--- src/shared/acr_pkg.sv ---
//==========================================================
// Purpose : Constants for the channel calibration register bank
// Assumes : APB slave, 32-bit data, register index times four is byte address
// Notes   : Overview list below
//==========================================================
// Overview of operation
// Channel 0 gain bits 23:8 held
// Channel 0 gain upper resets to 8000h
// Channel 0 gain low byte; reserved low byte
// Channel 1 phase is signed, resets zero
// Bit 2 set disables channel 1 filter
// Bits 1:0 select channel 1 input source
// Config resets 0000h; bits 5:3 read zero
// Channel 1 offset upper resets zero
// Channel 1 offset low byte; reserved low byte
// Channel 1 gain upper resets to 8000h
// Writes to reserved bits are ignored
package acr_pkg;
   // Register indices as printed; byte address is index times four
   localparam logic [7:0]  ACR_IDX_CH0_GAIN_UP  = 8'h0C;
   localparam logic [7:0]  ACR_IDX_CH0_GAIN_LO  = 8'h0D;
   localparam logic [7:0]  ACR_IDX_CH1_CONFIG   = 8'h0E;
   localparam logic [7:0]  ACR_IDX_CH1_OFS_UP   = 8'h0F;
   localparam logic [7:0]  ACR_IDX_CH1_OFS_LO   = 8'h10;
   localparam logic [7:0]  ACR_IDX_CH1_GAIN_UP  = 8'h11;
   // Reset values
   localparam logic [15:0] ACR_RST_GAIN_UP      = 16'h8000;
   localparam logic [15:0] ACR_RST_ZERO         = 16'h0000;
   // Writable masks; zero bits are reserved
   localparam logic [15:0] ACR_MASK_FULL        = 16'hFFFF;
   localparam logic [15:0] ACR_MASK_LO_BYTE     = 16'hFF00;
   localparam logic [15:0] ACR_MASK_CONFIG      = 16'hFFC7;
   // Config field positions
   localparam int          ACR_PHASE_MSB        = 15;
   localparam int          ACR_PHASE_LSB        = 6;
   localparam int          ACR_DCOFF_BIT        = 2;
   localparam int          ACR_SEL_MSB          = 1;
   // Input select codes
   typedef enum logic [1:0] {
      ACR_SEL_PINS  = 2'b00,
      ACR_SEL_SHORT = 2'b01,
      ACR_SEL_POS   = 2'b10,
      ACR_SEL_NEG   = 2'b11
   } acr_sel_t;
endpackage

--- src/design/acr_regs.sv ---
//==========================================================
// Purpose : APB register bank for channel 0 gain and channel 1 config/calibration
// Assumes : Zero-wait APB; unmapped addresses answer pslverr
// Notes   : Channel 0 gain and channel 1 offset are 24-bit outputs; channel 1 gain upper is 16-bit
//==========================================================
//
// Chosen here: the APB slave port.
`timescale 1ns/1ps
module acr_regs
   import acr_pkg::*;
(
   input  wire logic               pclk,
   input  wire logic               presetn,
   input  wire logic               psel,
   input  wire logic               penable,
   input  wire logic               pwrite,
   input  wire logic [11:0]        paddr,
   input  wire logic [31:0]        pwdata,
   input  wire logic [3:0]         pstrb,
   output logic      [31:0]        prdata,
   output logic                    pready,
   output logic                    pslverr,
   input  wire logic               global_dc_filter_setting,
   output logic      [23:0]        ch0_gain_cal,
   output logic signed [9:0]       ch1_phase_delay,
   output logic                    ch1_dc_filter_en,
   output acr_sel_t                ch1_input_select,
   output logic      [23:0]        ch1_offset_cal,
   output logic      [15:0]        ch1_gain_upper_field
);
   //==========================================================
   // Decode
   //==========================================================
   localparam int NREG = 6;
   // Reset values per slot; both gain words start at unity gain
   localparam logic [15:0] RST_V [NREG] = '{
      ACR_RST_GAIN_UP,
      ACR_RST_ZERO,
      ACR_RST_ZERO,
      ACR_RST_ZERO,
      ACR_RST_ZERO,
      ACR_RST_GAIN_UP
   };
   // Writable masks per slot; a zero bit is reserved and reads zero
   localparam logic [15:0] MSK_V [NREG] = '{
      ACR_MASK_FULL,
      ACR_MASK_LO_BYTE,
      ACR_MASK_CONFIG,
      ACR_MASK_FULL,
      ACR_MASK_LO_BYTE,
      ACR_MASK_FULL
   };
   logic [15:0] reg_q [NREG];
   logic [3:0]  slot;
   logic [2:0]  hit;
   logic        mapped;
   logic        wr_acc;

   // Index from word address; misaligned addresses are unmapped
   function automatic logic [3:0] acr_decode(input logic [11:0] a);
      logic [7:0] idx;
      idx = a[9:2];
      if (a[1:0] != 2'b00 || a[11:10] != 2'b00)  acr_decode = 4'hF;
      else if (idx == ACR_IDX_CH0_GAIN_UP)        acr_decode = 4'h0;
      else if (idx == ACR_IDX_CH0_GAIN_LO)        acr_decode = 4'h1;
      else if (idx == ACR_IDX_CH1_CONFIG)         acr_decode = 4'h2;
      else if (idx == ACR_IDX_CH1_OFS_UP)         acr_decode = 4'h3;
      else if (idx == ACR_IDX_CH1_OFS_LO)         acr_decode = 4'h4;
      else if (idx == ACR_IDX_CH1_GAIN_UP)        acr_decode = 4'h5;
      else                                        acr_decode = 4'hF;
   endfunction

   // One decode feeds both the slot index and the mapped flag
   assign slot    = acr_decode(paddr);
   assign hit     = slot[2:0];
   assign mapped  = (slot != 4'hF);
   assign wr_acc  = psel && penable && pwrite && mapped;
   // Single-cycle access keeps software latency fixed
   assign pready  = 1'b1;
   assign pslverr = psel && penable && !mapped;

   //==========================================================
   // Storage
   //==========================================================
   // Byte strobes apply; reserved bits never take write data
   genvar g;
   generate
      for (g = 0; g < NREG; g++) begin : g_reg
         always_ff @(posedge pclk or negedge presetn) begin
            if (!presetn) begin
               reg_q[g] <= RST_V[g];
            end else if (wr_acc && hit == 3'(g)) begin
               if (pstrb[0]) reg_q[g][7:0]  <= pwdata[7:0] & MSK_V[g][7:0];
               if (pstrb[1]) reg_q[g][15:8] <= pwdata[15:8] & MSK_V[g][15:8];
            end
         end
      end
   endgenerate

   // Read data registered on the setup cycle, valid in access phase
   always_ff @(posedge pclk or negedge presetn) begin
      if (!presetn) begin
         prdata <= 32'h0000_0000;
      end else if (psel && !penable && !pwrite && mapped) begin
         prdata <= {16'h0000, reg_q[hit] & MSK_V[hit]};
      end else if (psel && !penable) begin
         prdata <= 32'h0000_0000;
      end
   end

   //==========================================================
   // Outputs to the channel logic
   //==========================================================
   assign ch0_gain_cal         = {reg_q[0], reg_q[1][15:8]};
   assign ch1_phase_delay      = $signed(reg_q[2][ACR_PHASE_MSB:ACR_PHASE_LSB]);
   // Per-channel disable overrides the global filter setting
   assign ch1_dc_filter_en     = global_dc_filter_setting && !reg_q[2][ACR_DCOFF_BIT];
   assign ch1_input_select     = acr_sel_t'(reg_q[2][ACR_SEL_MSB:0]);
   assign ch1_offset_cal       = {reg_q[3], reg_q[4][15:8]};
   assign ch1_gain_upper_field = reg_q[5];
endmodule // acr_regs

--- config.mk ---
export PLATFORM = sky130hd
export DESIGN_NAME = acr_regs
export DESIGN_NICKNAME = d
export VERILOG_FILES = /design/src/shared/acr_pkg.sv /design/src/design/acr_regs.sv
export SDC_FILE = /design/constraint.sdc
export NUM_CORES = 1
export LEC_CHECK = 0
export BUFFER_PORTS_ARGS = -buffer_cell sky130_fd_sc_hd__buf_2
export CAP_MARGIN = 20
export CORE_ASPECT_RATIO = 0.6
export CORE_MARGIN = 8
export CORE_UTILIZATION = 55
export DETAILED_ROUTE_END_ITERATION = 10
export PLACE_DENSITY = 0.86
export SYNTH_ARGS = -nofsm -noshare
export SYNTH_HDL_FRONTEND = slang
export SYNTH_SLANG_ARGS = --single-unit
--- constraint.sdc ---
create_clock -name pclk -period 4.5 [get_ports pclk]
set_clock_uncertainty 0.15 [all_clocks]
set_input_delay 0.225 -clock pclk [delete_from_list [all_inputs] [get_ports pclk]]
set_output_delay 0.225 -clock pclk [all_outputs]
set_load 0.05 [all_outputs]
# Yosys cells after proc, flatten, opt, wreduce, memory -nomap -nowiden
# Memories as Yosys holds them, arrays and structs flattened.
# Cells that the tools add are included.
# classes
order_cmp,1
n_eq_ne,12
n_mux,14
bitwise,2
reduce_logical,33
# ops
operator,count
$mux W16,4
$mux W32,2
$bmux W16 S3,1
$eq A8 B4 Y1 const B,4
$mux W4,7
$reduce_and A2 Y1,10
$and A16 B16 Y16,1
$eq A8 B5 Y1 const B,2
$logic_and A1 B1 Y1,14
$eq A3 B2 Y1 const B,2
$eq A3 B3 Y1 const B,2
$reduce_bool A2 Y1,3
$ge A4 B4 Y1 const B,1
$logic_not A1 Y1,4
$ne A4 B4 Y1 const B,1
$not A3 Y4,1
$eq A3 B1 Y1 const B,1
$logic_not A3 Y1,1
$logic_or A1 B1 Y1,1
# word_totals
reg_bits,109
mem_bits_ro,128
inputBits,54
output_inout_bits,111
memories,1
# mem_list
name,words,word_bits,rd,rd_ports_with_merged_regs,write_ports,line,source
(name not given),8,16,1,0,0,acr_regs.sv:105,"prdata <= {16'h0000, reg_q[hit] & MSK_V[hit]};"

# Depth between registers and ports, before layout
# logic_depth
ltp_word,14
depth_mapped,9

# Least setup slack after synthesis
# OpenSTA, ideal clock, no wires.
# synth_timing
path_kind,input-to-reg
start,input paddr[3]
end,register reg_q (netlist bit ch1_offset_cal[0])
t_arrival_ps,2461
slack_ps,1764
stages,8
path_cell_list,buf_2 -> nor4b_4 -> nor2_1 -> or4_1 -> ha_1 -> a21oi_2 -> nand3_2 -> mux2_2
# synth_between
elab_chain_cells,12
elab_cells_between_ends,18
# synth_lines
item,line,source
"start, declared",acr_regs.sv:17,"input wire logic [11:0] paddr,"
$eq A8 B5 Y1,acr_regs.sv:69,else if (idx == ACR_IDX_CH1_GAIN_UP) acr_decode = 4'h5;
$mux W4,acr_regs.sv:69,
$mux W4,acr_regs.sv:68,else if (idx == ACR_IDX_CH1_OFS_LO) acr_decode = 4'h4;
$mux W4,acr_regs.sv:67,else if (idx == ACR_IDX_CH1_OFS_UP) acr_decode = 4'h3;
$mux W4,acr_regs.sv:66,else if (idx == ACR_IDX_CH1_CONFIG) acr_decode = 4'h2;
$mux W4,acr_regs.sv:65,else if (idx == ACR_IDX_CH0_GAIN_LO) acr_decode = 4'h1;
$mux W4 (*),acr_regs.sv:64,else if (idx == ACR_IDX_CH0_GAIN_UP) acr_decode = 4'h0;
$mux W4 (*),acr_regs.sv:63,if (a[1:0] != 2'b00 || a[11:10] != 2'b00) acr_decode = 4'hF;
$ne A4 B4 Y1,acr_regs.sv:76,assign mapped = (slot != 4'hF);
$logic_and A1 B1 Y1,acr_regs.sv:77,assign wr_acc = psel && penable && pwrite && mapped;
$logic_and A1 B1 Y1 (*),acr_regs.sv:92,end else if (wr_acc && hit == 3'(g)) begin
$reduce_and A2 Y1 (no source line) (*),--,
"end signal, assigned by index",acr_regs.sv:91,reg_q[g] <= RST_V[g];
"end signal, assigned by index",acr_regs.sv:93,if (pstrb[0]) reg_q[g][7:0] <= pwdata[7:0] & MSK_V[g][7:0];
"end signal, assigned by index",acr_regs.sv:94,if (pstrb[1]) reg_q[g][15:8] <= pwdata[15:8] & MSK_V[g][15:8];
"end, declared",acr_regs.sv:53,logic [15:0] reg_q [NREG];
# Every way passes the cells marked *; elsewhere a longest branch is shown, timed or not.
# A chain may end at the register's enable or synchronous reset.

# Worst setup path in the final report
# layout_timing
start,input paddr[3]
end,register reg_q (netlist bit ch1_gain_upper_field[14])
# The elaborated chain is that of the path after synthesis.

==> flow_metrics.tcl <==
set metrics [dict create \
    yosys_warnings 0 \
    arrival_ps 2940 \
    worstPathMaxFanout 10 \
    drv_cap 0 \
    power_frac_comb 0.065 \
    post_synth.cell_area_avg_um2 11.92 \
    min_period_over_period 0.6368 \
    p_switching_uw 396.2 \
    placed_area_um2 5201 \
    fin_tns_setup_ps 0 \
    peakVddDrop_uv 219.8 \
    setup_violations 0 \
    crit_slowest_cell "or4_1" \
    crit_chain "buf_2 -> nor4b_4 -> nor2_1 -> or4_1 -> ha_1 -> a21oi_2 -> nand3_2 -> mux2_2" \
    cpLargestDelayFamily "simple AND/OR/NAND/NOR gates" \
    wl_mm 13.31 \
    worstSetupEndpointType "flip-flop" \
    dpl.hpwl_mm 9.726 \
    grt_start_max_net_pins 51 \
    ys_seq_area_frac 0.4577 \
    fin_crit_ps 2866 \
    detailroute.via_count 3558 \
    cts.path.max_buffers 2 \
    slew_viol_final 0 \
    min_from "pwdata[15]" \
    nNetsFinal 548 \
    placedCellCount 585 \
    drc 0 \
    path_buf_inv 1 \
    ys_async_sr_fraction 1.000 \
    fillers 738 \
    p_seq_frac 0.494 \
    num_rows 27 \
    h-tree-depth 3 \
    critPathRequiredTime_ps 4580 \
    path_clk_slew_ps 60 \
    power.internal_mw 1.297 \
    final_cells 610 \
    final-seq-area_um2 2330 \
    outcome "finished clean" \
    antenna_cells 0 \
    postSynthCellCount 427 \
    total_power_mw 1.693 \
    drt_iter0_drc 263 \
    initial_utilization 0.5601 \
    die_y_um 90.52 \
    ys_types 49 \
    fp.dieArea_um2 12690 \
    post_cts_buffers 0 \
    worst_pin_slew_ps 861.5 \
    yosys_register_bits 93 \
    wl_per_cell_um 21.82 \
    core_um2 9087 \
    cts_root_buf "clkbuf_16" \
    vias_per_cell 5.833 \
    synth_ff_type "dfrtp_1" \
    post_cts_resized 0 \
    die_w_um 140.2 \
    fmax_mhz 348.9 \
    power_density_nw_per_um2 302.8 \
    p_leak_nw 3.067 \
    dr.pass1.iters 4 \
    worstSetupStartpointType "primary input" \
    min_path_type "primary input to flip-flop" \
    multi_input_area_um2 2044 \
    synth_area_um2 5090 \
    clkPwrFrac 0.440 \
    grt.overflow.total 0 \
    fin_area_um2 5590 \
    grt_usage 0.2077 \
    rsz0062_at_grt "no" \
    slew_headroom 0.4257 \
    cts_buffers 9 \
    grt_pass1_vias 3725 \
    synth-edff-count 0 \
    reg2reg_from "ch0_gain_cal[7]" \
    drive_above_1_share 0.4939 \
    antenna_found_initial 0 \
    critPathMaxStageDelay_ps 610 \
    ioPinCount 165 \
    cp-startpoint "paddr[3]" \
    grt_pass1_wl_mm 20.44 \
    switching_share 0.2340 \
    clkLatencyLatePin_ps 340 \
    cts_tree "built" \
    fin_hold_ws_ps 39.75 \
    final_hold_viol_count 0 \
    antenna_left 0 \
    cts.sinks 93 \
    critPathKind "primary input to flip-flop" \
    area_growth_pct 9.833 \
    gp_congestion 0.8524 \
    portBuffers 129 \
]
[cells by family (layout without fill, tap and decap cells)]
group | count (synthesis) | count (layout) | synth area share
adder cells (fa/ha/maj) | 5 | 5 | 0.01229
flip-flops | 93 | 93 | 0.4577
AND/OR/NAND/NOR | 67 | 67 | 0.07965
AO/OA/AOI/OAI | 58 | 58 | 0.08972
multiplexers | 94 | 94 | 0.2075
other | 2 | 17 | 0.001475
buffers and inverters | 108 | 160 | 0.1517
[flip-flops by register name, summed over array words and instances, names as in the netlist]
signal,count
ch0_gain_cal,24
ch1_offset_cal,24
ch1_gain_upper_field,16
prdata,16
ch1_phase_delay,10
ch1_input_select,2
reg_q,1
[worst register-to-register path, stage by stage, from the launching register on]
cell and delay [ps]:
dfrtp_1 400, mux2_2 280, o221ai_1 210, o311ai_0 160
[layout by cell type, fill, tap and decap left out, drive strengths merged, types with 2 or more instances in the layout]
cell type	synthesis	final
o211ai	2	2
ha	5	5
or4	2	2
dfrtp	91	91
a31oi	6	6
or2	3	3
inv	3	3
o21ai	5	5
mux2i	2	2
and3	3	3
a21oi	4	4
or3	3	3
dlygate4sd3	0	9
a221oi	5	5
a22oi	7	7
conb	2	17
a22o	5	5
o221ai	7	7
buf	99	132
clkinvlp	0	2
nand2	24	24
nor2	17	17
dfstp	2	2
o31ai	6	6
clkbuf	6	14
nand3	5	5
o311ai	7	7
nor3	2	2
mux2	92	92
[power groups by stage]
stage / Sequential, mW / Clock, mW / Combinational, mW
global placement: 0.852 / 0 / 0.101
detailed placement: 0.852 / 0 / 0.104
floorplan: 0.852 / 0 / 0.0658
finish: 0.837 / 0.745 / 0.111
CTS: 0.837 / 0.759 / 0.110
global route: 0.836 / 0.791 / 0.119
[area by class of cell]
class,instances,share of cell area
Tap cell,116,0.02596
Inverter,3,0.002014
Sequential cell,93,0.4167
Multi-Input combinational cell,241,0.3657
Clock inverter,2,0.002686
Clock buffer,14,0.05081
Timing Repair Buffer,141,0.1361
[metrics by stage]
stage,worst slack [ps],utilization
global route,1514,0.6152
CTS,1708,0.6152
global placement,1403,0.5724
detailed placement,1336,0.5724
floorplan,1764,-
finish,1634,0.6152
[cells in the mapped netlist (all sizes together), types with 2 or more instances]
library cell | n | area share
a21oi | 4 | 0.0047
dfstp | 2 | 0.010
inv | 3 | 0.0022
a31oi | 6 | 0.0074
o21ai | 5 | 0.0049
nor3 | 2 | 0.0039
nor2 | 17 | 0.013
dfrtp | 91 | 0.45
o311ai | 7 | 0.012
a22oi | 7 | 0.010
mux2 | 92 | 0.20
buf | 99 | 0.15
or2 | 3 | 0.0037
o211ai | 2 | 0.0039
clkbuf | 6 | 0.0044
a22o | 5 | 0.0086
ha | 5 | 0.012
or3 | 3 | 0.0037
o221ai | 7 | 0.012
nand2 | 24 | 0.023
or4 | 2 | 0.0037
and3 | 3 | 0.0047
a221oi | 5 | 0.0086
mux2i | 2 | 0.0039
o31ai | 6 | 0.0088
conb | 2 | 0.0015
nand3 | 5 | 0.0079
[layer usage]
metal | share of wire | track usage
met2 | 0.46 | 0.3340
met1 | 0.43 | 0.2592
met5 | 0 | 0
met4 | 0.010 | 0.06110
met3 | 0.097 | 0.07177
[worst paths after layout]
check / to / slack [ps] / depth (start not counted)
setup / recovery: ch1_gain_upper_field[14] / 1630 / 8
hold / removal: ch1_offset_cal[7] / 40 / 2
setup reg to reg: prdata[15] / 3150 / 3
hold reg to reg: prdata[1] / 340 / 2
max in group asynchronous: ch1_offset_cal[18] / 2860 / 3
min in group asynchronous: ch0_gain_cal[15] / 260 / 2
[timing repair]
action	in CTS	in global routing
hold endpoints to repair	56	0
hold buffers	9	0
endpoints found under the setup margin	0	0
Power figures use the tool's default switching activity.
